### config.mk
export PLATFORM = sky130hd
export DESIGN_NAME = adc_xconv_ctrl
export DESIGN_NICKNAME = d
export VERILOG_FILES = /design/src/adc_xconv_ctrl.v
export VERILOG_INCLUDE_DIRS = /design/src /design/src/src
export SDC_FILE = /design/constraint.sdc
export NUM_CORES = 1
export LEC_CHECK = 0
export BUFFER_PORTS_ARGS = -buffer_cell sky130_fd_sc_hd__buf_4
export CORE_UTILIZATION = 30
export DETAILED_ROUTE_END_ITERATION = 6
export HOLD_SLACK_MARGIN = 0.08
export PLACE_DENSITY = 0.56
export SYNTH_ARGS = -nofsm -noshare
export SYNTH_HDL_FRONTEND = slang
export SYNTH_SLANG_ARGS = --single-unit
### constraint.sdc
create_clock -name i_core_clk -period 1.8 [get_ports i_core_clk]
set_input_delay 0.36 -clock i_core_clk [delete_from_list [all_inputs] [get_ports i_core_clk]]
set_output_delay 0.36 -clock i_core_clk [all_outputs]
set_load 0.005 [all_outputs]
### src/adc_xconv_consts.vh
// constants for the extra-conversion control block
// assumes inclusion by bare name from the design file
`ifndef ADC_XCONV_CONSTS_VH
`define ADC_XCONV_CONSTS_VH

// register offsets
`define XC_CTRL_OFFSET 8'hB6
`define XC_STAT_OFFSET 8'hB7

// control field positions
`define XC_REF_HI 7
`define XC_REF_LO 6
`define XC_DEC_HI 5
`define XC_DEC_LO 4
`define XC_CH_HI 3
`define XC_CH_LO 0

// status field positions
`define XC_STAT_PENDING 0
`define XC_STAT_ACTIVE 1

// reset values
`define XC_CTRL_RESET 8'h00_00

// decimation codes and their rates and resolutions
`define XC_DEC_64 2'h0
`define XC_DEC_128 2'h1
`define XC_DEC_256 2'h2
`define XC_DEC_512 2'h3
`define XC_RATE_64 10'h0_040
`define XC_RATE_128 10'h0_080
`define XC_RATE_256 10'h0_100
`define XC_RATE_512 10'h0_200
`define XC_RES_64 4'h7
`define XC_RES_128 4'h9
`define XC_RES_256 4'hA
`define XC_RES_512 4'hC

// channel codes that are not plain pins
`define XC_CH_DIFF_FIRST 4'h8
`define XC_CH_GND 4'hC
`define XC_CH_VREF 4'hD
`define XC_CH_TEMP 4'hE
`define XC_CH_VDD3 4'hF

// input source kinds driven to the analog mux
`define XC_SRC_PIN 3'h0
`define XC_SRC_DIFF 3'h1
`define XC_SRC_GND 3'h2
`define XC_SRC_VREF 3'h3
`define XC_SRC_TEMP 3'h4
`define XC_SRC_VDD3 3'h5

// timing: modulator clocks per decimation step
`define XC_CYCLES_PER_SAMPLE 16'h0_001

`endif

### src/adc_xconv_ctrl.v
// control of one software-requested extra conversion of a sigma-delta adc
// assumes a sequencer that reports busy as a level, one clock, sync reset
//
// The strobed register port was decided locally.
`timescale 1ns/100ps
`default_nettype none
`include "adc_xconv_consts.vh"

////////////////////////////////////////////////////////////////////////////////
// Contract
// - Bits 7:6 pick the reference: 00 internal 1.25 V, 01 input 7, 10 supply pin, 11 inputs 6-7 pair.
// - Bits 5:4 pick decimation 64, 128, 256 or 512 with 7, 9, 10 or 12 result bits.
// - The conversion lasts in proportion to the chosen decimation rate.
// - Bits 3:0 pick the channel, and the conversion runs once the running sequence has ended.
// - No extra conversion runs unless the channel field was written since the last one started.
// - With the converter idle, a channel write starts one conversion at once with the extra settings.
// - Hardware clears the channel field to zero when the extra conversion finishes, unless another request is pending.
// - Channel codes 0-7 are single inputs, 8-11 the pairs 0-1 to 6-7, 12 ground, 13 vref, 14 temp, 15 supply/3.
module adc_xconv_ctrl #(
    parameter [15:0] CYCLES_PER_SAMPLE = `XC_CYCLES_PER_SAMPLE
) (
    input wire i_core_clk,
    input wire i_nrst,
    input wire i_ce,
    input wire [7:0] i_addr,
    input wire [7:0] i_wdata,
    input wire i_wr,
    input wire i_rd,
    output reg [7:0] o_rdata,
    input wire i_seq_busy,
    output reg o_xconv_active,
    output reg o_xconv_done,
    output reg [1:0] o_ref_code,
    output reg [3:0] o_ref_onehot,
    output reg [9:0] o_dec_rate,
    output reg [3:0] o_res_bits,
    output reg [2:0] o_src_kind,
    output reg [2:0] o_pos_input,
    output reg [2:0] o_neg_input
);

////////////////////////////////////////////////////////////////////////////////
// state machine codes

localparam [1:0] ST_IDLE = 2'h0;
localparam [1:0] ST_WAIT = 2'h1;
localparam [1:0] ST_CONV = 2'h2;

////////////////////////////////////////////////////////////////////////////////
// register state

reg [1:0] ref_r;
reg [1:0] dec_r;
reg [3:0] ch_r;
reg pending_r;
reg [1:0] state_r;
reg [1:0] state_nxt;
reg [25:0] cnt_r;

wire ctrl_wr;
wire conv_end;
wire conv_start;
reg [25:0] conv_len;
reg [9:0] rate_nxt;
reg [3:0] res_nxt;
reg [2:0] src_nxt;
reg [2:0] pos_nxt;
reg [2:0] neg_nxt;
reg [3:0] ref_oh_nxt;
wire [7:0] ctrl_word;
wire [7:0] stat_word;

assign ctrl_wr = i_wr && (i_addr == `XC_CTRL_OFFSET);
assign conv_end = (state_r == ST_CONV) && (cnt_r == 26'h000_0001);
// the sequencer owns the converter while busy, so the request waits
assign conv_start = pending_r && !i_seq_busy && (state_r != ST_CONV);
// status shows the live flags, so polling sees the request drop at start
assign ctrl_word = {ref_r, dec_r, ch_r};
assign stat_word = {6'h00, o_xconv_active, pending_r};

////////////////////////////////////////////////////////////////////////////////
// decimation decode

always @* begin
    case (dec_r)
        `XC_DEC_64: begin
            rate_nxt = `XC_RATE_64;
            res_nxt = `XC_RES_64;
        end
        `XC_DEC_128: begin
            rate_nxt = `XC_RATE_128;
            res_nxt = `XC_RES_128;
        end
        `XC_DEC_256: begin
            rate_nxt = `XC_RATE_256;
            res_nxt = `XC_RES_256;
        end
        default: begin
            rate_nxt = `XC_RATE_512;
            res_nxt = `XC_RES_512;
        end
    endcase
end

////////////////////////////////////////////////////////////////////////////////
// conversion length

always @* begin
    // duration scales with rate; the analog side supplies no end marker
    conv_len = {16'h0_000, rate_nxt} * {10'h000, CYCLES_PER_SAMPLE};
end

////////////////////////////////////////////////////////////////////////////////
// reference and channel decode

always @* begin
    case (ref_r)
        2'h0: begin
            ref_oh_nxt = 4'h1;
        end
        2'h1: begin
            ref_oh_nxt = 4'h2;
        end
        2'h2: begin
            ref_oh_nxt = 4'h4;
        end
        default: begin
            ref_oh_nxt = 4'h8;
        end
    endcase
end

always @* begin
    pos_nxt = 3'h0;
    neg_nxt = 3'h0;
    if (ch_r < `XC_CH_DIFF_FIRST) begin
        src_nxt = `XC_SRC_PIN;
        pos_nxt = ch_r[2:0];
    end else if (ch_r < `XC_CH_GND) begin
        src_nxt = `XC_SRC_DIFF;
        pos_nxt = {ch_r[1:0], 1'b0};
        neg_nxt = {ch_r[1:0], 1'b1};
    end else begin
        case (ch_r)
            `XC_CH_GND: begin
                src_nxt = `XC_SRC_GND;
            end
            `XC_CH_VREF: begin
                src_nxt = `XC_SRC_VREF;
            end
            `XC_CH_TEMP: begin
                src_nxt = `XC_SRC_TEMP;
            end
            default: begin
                src_nxt = `XC_SRC_VDD3;
            end
        endcase
    end
end

////////////////////////////////////////////////////////////////////////////////
// sequencing

always @* begin
    state_nxt = state_r;
    case (state_r)
        ST_IDLE: begin
            if (conv_start) begin
                state_nxt = ST_CONV;
            end else if (pending_r) begin
                state_nxt = ST_WAIT;
            end
        end
        ST_WAIT: begin
            if (conv_start) begin
                state_nxt = ST_CONV;
            end
        end
        ST_CONV: begin
            if (conv_end) begin
                state_nxt = ST_IDLE;
            end
        end
        default: begin
            state_nxt = ST_IDLE;
        end
    endcase
end

////////////////////////////////////////////////////////////////////////////////
// sequencer state and length counter

always @(posedge i_core_clk) begin
    if (!i_nrst) begin
        state_r <= ST_IDLE;
        cnt_r <= 26'h000_0000;
    end else if (i_ce) begin
        state_r <= state_nxt;
        // a frozen enable stretches the run by the frozen cycles
        if (conv_start) begin
            cnt_r <= conv_len;
        end else if (state_r == ST_CONV) begin
            cnt_r <= cnt_r - 26'h000_0001;
        end
    end
end

////////////////////////////////////////////////////////////////////////////////
// control register fields

always @(posedge i_core_clk) begin
    if (!i_nrst) begin
        ref_r <= 2'h0;
        dec_r <= 2'h0;
        ch_r <= 4'h0;
    end else if (i_ce) begin
        // a write in the finishing cycle wins, so that request is kept
        if (ctrl_wr) begin
            ref_r <= i_wdata[`XC_REF_HI:`XC_REF_LO];
            dec_r <= i_wdata[`XC_DEC_HI:`XC_DEC_LO];
            ch_r <= i_wdata[`XC_CH_HI:`XC_CH_LO];
        end else if (conv_end && !pending_r) begin
            // a request queued during the run keeps its channel
            ch_r <= 4'h0;
        end
    end
end

////////////////////////////////////////////////////////////////////////////////
// pending request

always @(posedge i_core_clk) begin
    if (!i_nrst) begin
        pending_r <= 1'b0;
    end else if (i_ce) begin
        if (ctrl_wr) begin
            pending_r <= 1'b1;
        end else if (conv_start) begin
            pending_r <= 1'b0;
        end
    end
end

////////////////////////////////////////////////////////////////////////////////
// run and done flags

always @(posedge i_core_clk) begin
    if (!i_nrst) begin
        o_xconv_active <= 1'b0;
        o_xconv_done <= 1'b0;
    end else if (i_ce) begin
        // done is one cycle, aligned with the fall of active
        o_xconv_done <= conv_end;
        if (conv_start) begin
            o_xconv_active <= 1'b1;
        end else if (conv_end) begin
            o_xconv_active <= 1'b0;
        end
    end
end

////////////////////////////////////////////////////////////////////////////////
// settings handed to the analog side

always @(posedge i_core_clk) begin
    if (!i_nrst) begin
        o_ref_code <= 2'h0;
        o_ref_onehot <= 4'h1;
        o_dec_rate <= `XC_RATE_64;
        o_res_bits <= `XC_RES_64;
        o_src_kind <= `XC_SRC_PIN;
        o_pos_input <= 3'h0;
        o_neg_input <= 3'h0;
    end else if (i_ce && conv_start) begin
        // settings are frozen for the whole conversion
        o_ref_code <= ref_r;
        o_ref_onehot <= ref_oh_nxt;
        o_dec_rate <= rate_nxt;
        o_res_bits <= res_nxt;
        o_src_kind <= src_nxt;
        o_pos_input <= pos_nxt;
        o_neg_input <= neg_nxt;
    end
end

////////////////////////////////////////////////////////////////////////////////
// register read port

always @(posedge i_core_clk) begin
    if (!i_nrst) begin
        o_rdata <= 8'h00;
    end else if (i_ce) begin
        if (i_rd && (i_addr == `XC_CTRL_OFFSET)) begin
            o_rdata <= ctrl_word;
        end else if (i_rd && (i_addr == `XC_STAT_OFFSET)) begin
            o_rdata <= stat_word;
        end else begin
            o_rdata <= 8'h00;
        end
    end
end

endmodule // adc_xconv_ctrl
`default_nettype wire

==> Word level (Yosys, flattened, before mapping) <==
Index checks and enable logic that the tools add are counted.
{ "word_totals": {"word_cells": 83, "inputBits": 22, "regBits": 76} }
{ "classes": {"n_mux": 25, "magnitude_cmp": 2, "eq_ne": 16, "n_reduce_logical": 23, "addsub": 1} }
{ "op_table": {"columns": ["op", "count"], "rows": [
  ["two-way mux 26 bit", 2],
  ["case mux 10 bit (3 select lines)", 1],
  ["== test 26 x 1 -> 1 bit (second input constant)", 1],
  ["subtractor 26 x 1 -> 26 bit (second input constant)", 1],
  ["case mux 4 bit (3 select lines)", 2],
  ["two-way mux 3 bit", 6],
  ["== test 8 bit (second input constant)", 2],
  ["== test 4 bit (second input constant)", 3],
  ["two-way mux 2 bit", 5],
  ["AND reduction 2 bit", 5],
  ["case mux 3 bit (3 select lines)", 1],
  ["logical AND 1 bit", 8],
  ["< comparator 4 bit (second input constant)", 2],
  ["two-way mux 4 bit", 2],
  ["two-way mux 8 bit", 1],
  ["nonzero test 2 bit", 4],
  ["== test 2 x 1 -> 1 bit (second input constant)", 3],
  ["== test 2 bit (second input constant)", 3],
  ["zero test 2 bit", 3],
  ["inequality test 2 bit (second input constant)", 3],
  ["case mux 2 bit (3 select lines)", 1],
  ["two-way mux 1 bit", 4],
  ["AND reduction 4 bit", 1],
  ["inequality test 3 bit (second input constant)", 1],
  ["zero test 1 bit", 2]
]} }

==> Depth between registers and ports, before layout <==
{ "logic_depth": {"word_depth": 5, "depth_mapped": 6, "ltp_nobuf": 6} }

==> Worst setup path before layout <==
No wires, ideal clock.
{ "synth_path": {"path_kind": "reg2reg", "startpoint": "register cnt_r[0]", "endpoint": "register cnt_r[12]", "setup_slack_ps": -122, "setup_time_ps": 72, "n_path_buf": 0, "path_stages_with_launch": 7, "arrival_time_ps": 1850, "t_required_ps": 1728, "period_less_slack_ps": 1922, "cell_sequence": "dfxtp_1 > inv_1 > ha_1 > nor3b_2 > o2111ai_2 > or4_2 > a21oi_1"} }
{ "synth_between": {"elab_chain_cells": 3} }
{ "synth_rtl": {"columns": ["item", "line_no", "rtl"], "rows": [
  ["start: declaration", "adc_xconv_ctrl.v:58", "reg [25:0] cnt_r;"],
  ["start signal: assignment", "adc_xconv_ctrl.v:201", "cnt_r <= conv_len;"],
  ["start signal: assignment", "adc_xconv_ctrl.v:203", "cnt_r <= cnt_r - 26'h000_0001;"],
  ["subtractor 26 x 1 -> 26 bit", "adc_xconv_ctrl.v:203", null],
  ["two-way mux 26 bit", "adc_xconv_ctrl.v:202", "end else if (state_r == ST_CONV) begin"],
  ["two-way mux 26 bit", "adc_xconv_ctrl.v:200", "if (conv_start) begin"]
]} }
No other way between the ends. The select of a mux whose other input is x is not followed.
A chain may end at the register's enable or synchronous reset.

==> Final worst setup path <==
{ "layout_path": {"startpoint": "register cnt_r[10]", "endpoint": "register cnt_r[25]"} }
The elaborated chain is that of the path after synthesis.

==> flow_metrics.py <==
metrics = {
    "route": {
        "antenna_left": 0,
        "wire_per_inst_um": 14.4,
        "met1_length_mm": 4.32,
        "highest_layer": "met4",
        "wl_met3_um": 415,
        "met2WireLength_mm": 4.27,
        "dr.pass1.iters": 4,
        "vias": 3209,
        "drcViolationCount": 0,
        "routed_wl_mm": 9.08,
        "viasPerCell": 5.08,
        "drt_iter0_drc": 150,
    },
    "synth": {
        "synth_edf_count": 0,
        "synth_flop_cell": "dfxtp_1",
        "avgSynthCellArea_sq_um": 8.27,
        "ys_seq_area_share_pct": 42.8,
        "async_reset_ff_share_pct": 0,
        "netlist-cell-type-count": 56,
        "ys_ff_latch": 70,
        "syn_area_sq_mm": 0.00328,
        "ys_warn_count": 0,
        "netlist_instances": 396,
    },
    "cells_and_area": {
        "nets": 520,
        "drive_gt1_share_pct": 30.4,
        "fill_cells": 1064,
        "layout_commonest_cell": "buf_4",
        "utilization_pct": 43.4,
        "syn_to_final_growth_pct": 38.6,
        "layout_common_cells": "buf_4, dfxtp_1, nand2_1",
        "antenna_cells": 0,
    },
    "cts": {
        "clk_pin_slew_ps": 80,
        "root_buffer": "clkbuf_8",
        "clock_latency_ps": 340,
        "cts_buffer_depth": 2,
        "numCtsBuffers": 9,
        "postCtsHoldBufs": 0,
        "cts_max_level": 3,
        "cts.sinks": 70,
        "cts_tree": "yes",
    },
    "placement": {
        "gp_congestion": 0.769,
        "io_buffers": 54,
        "dp_hpwl_mm": 6.41,
    },
    "run": {
        "maxCapViolCount": 0,
    },
    "global_route": {
        "overflow": 0,
        "antenna_found_initial": 0,
        "first_global_vias": 3038,
        "grtUsageTotal_pct": 16.5,
        "grt_max_degree": 34,
        "grt_pass1_wl_mm": 14.9,
    },
    "floorplanning": {
        "fp-row-count": 37,
        "die_y_um": 107,
        "dieArea_sq_mm": 0.0113,
        "die_x_um": 107,
        "core_sq_mm": 0.0105,
        "initial_core_util_pct": 31.3,
        "io_pins": 61,
    },
    "sta": {
        "period_needed_ps": 1880,
        "max_freq_mhz": 533,
        "tightest_slew_ps": 502,
        "finalSetupViolations": 6,
        "fin_crit_sh_pct": 104,
        "finClkSkew_ps": 9.89,
        "rsz0062_at_grt": "true",
        "drv_slew": 0,
        "final-hold-violation-count": 0,
        "max_slew_margin_pct": 66.6,
        "setup_slack_ps": -75.9,
    },
    "outcome": {
        "violations": "setup timing",
        "status": "finished, violations left",
    },
    "setup_path": {
        "worst-setup-path-type": "flip-flop to flip-flop",
        "reg2reg_depth": 4,
        "crit_arrival_ps": 2150,
        "required_ps": 2070,
        "r2r_slack_ps": -80,
        "critPathLaunchType": "flip-flop",
        "critPathCaptureType": "flip-flop",
        "path_max_fanout": 3,
        "r2r_start": "cnt_r[10]",
        "crit_top_cell": "or4_4",
        "max_stage_delay_ps": 530,
        "crit_chain": "or4_4 -> or4_4 -> or4_1 -> a21oi_1",
        "crit_slowest_cell": "or4_4",
        "timing.rr.end": "cnt_r[25]",
    },
    "worst_hold_path": {
        "hold_end": "o_dec_rate[6]",
        "hold_start": "i_nrst",
        "worstHoldPathType": "input pin to flip-flop",
        "hold_depth": 2,
    },
    "pwr": {
        "p_per_area_mw_per_mm2": 731,
        "p_leak_uw": 0.00184,
        "irDropWorstVdd_v": 0.000392,
        "power_uw": 3320,
    },
}
-- metal layers --
layer | global-route usage, % | up-vias
met4 | 5.19 | 0
met1 | 22.7 | 1509
met3 | 3.43 | 6
met2 | 25.7 | 76
li1 | - | 1618
met5 | 0 | -
-- worst max path at each step --
| stage | from | endpoint | slack (ps) | cells past startpoint |
|---|---|---|---|---|
| detailed placement | cnt_r[10] | cnt_r[25] | -90 | 4 |
| CTS | cnt_r[10] | cnt_r[25] | -90 | 4 |
| finish | cnt_r[10] | cnt_r[25] | -80 | 4 |
| global placement | cnt_r[10] | cnt_r[25] | -70 | 4 |
| floorplan | cnt_r[10] | cnt_r[25] | -60 | 4 |
| global route | cnt_r[10] | cnt_r[25] | -120 | 4 |
-- timing repair --
action                                 4_1_cts  5_1_grt
cloned                                       0        0
setup endpoints to repair                    7       21
endpoints found under the hold margin        0        0
setup buffers                                3        3
gates resized for setup                      8       15
pin swaps                                    2        4
-- sequential cells by signal, indices dropped and copies added (netlist names) --
signal,flops
state_r,2
o_src_kind,3
o_res_bits,4
ref_r,2
o_dec_rate,4
cnt_r,26
o_pos_input,3
o_xconv_active,1
dec_r,2
pending_r,1
o_rdata,8
o_xconv_done,1
ch_r,4
o_ref_onehot,4
o_ref_code,2
o_neg_input,3
-- report_power, final --
part / internal, uW / leakage (uW) / switching (uW) / total, uW
Combinational: 54.4 / 0.00115 / 63.9 / 118
Sequential: 1550 / 0.000566 / 0.748 / 1550
Clock: 1060 / 0.000130 / 594 / 1660
Total: 2660 / 0.00184 / 659 / 3320
-- area by class of cell --
class                   instances  area (sq um)  area share, %
multi-input cells             295          1840           40.6
flip-flops and latches         70          1410           31.0
clock buffers                  10           128           2.81
clock inverters                 6           134           2.95
well taps                     136           170           3.75
inverters                       8          30.0          0.661
repair buffers                107           832           18.3
-- Yosys cell counts, drive strengths merged, types with 5 or more instances --
| cell | count | area share [%] |
|---|---|---|
| o21ai | 13 | 2.0 |
| a21oi | 41 | 6.3 |
| inv | 6 | 0.69 |
| nand3b | 5 | 1.1 |
| nand2 | 54 | 6.2 |
| buf | 7 | 1.5 |
| o211ai | 5 | 1.1 |
| nand2b | 6 | 1.1 |
| a22oi | 6 | 1.4 |
| nor4 | 6 | 1.8 |
| nor3 | 7 | 1.1 |
| o31ai | 6 | 1.4 |
| or4 | 13 | 3.1 |
| nand3 | 22 | 3.4 |
| nor2 | 34 | 3.9 |
| nor3b | 5 | 1.3 |
| ha | 7 | 2.7 |
| clkbuf | 21 | 2.4 |
| or3 | 6 | 1.2 |
| dfxtp | 70 | 43 |
-- through the flow --
step	hold slack [ps]	cell area [sq um]	worst slack [ps]	cells	TNS, ps
4_1_cts	243	4450	-91.4	629	-304
3_3_place_gp	443	4130	-72.5	610	-72.5
2_1_floorplan	444	3300	-60.0	401	-117
6_report	260	4540	-75.9	632	-121
5_1_grt	240	4540	-121	632	-1090
3_5_place_dp	446	4130	-88.9	610	-250
-- cells by family (layout without fill, tap and decap cells) --
logic type	Yosys count	after routing	share of synthesized area, %
XOR/XNOR	4	4	1.07
flip-flops	70	70	42.8
other	1	6	0.114
multiplexers	3	3	0.993
buffers and inverters	36	131	4.85
AO/OA/AOI/OAI	96	96	18.6
AND/OR/NAND/NOR	179	179	29.0
adder cells (fa/ha/maj)	7	7	2.67
-- worst max-delay path: cells and delay by family (launching register included) --
kind               cells  cell delay, ps
and+or+nand+nor        3            1350
DFF                    1             330
AOI/OAI and AO/OA      1             130
Power figures use the tool's default switching activity.
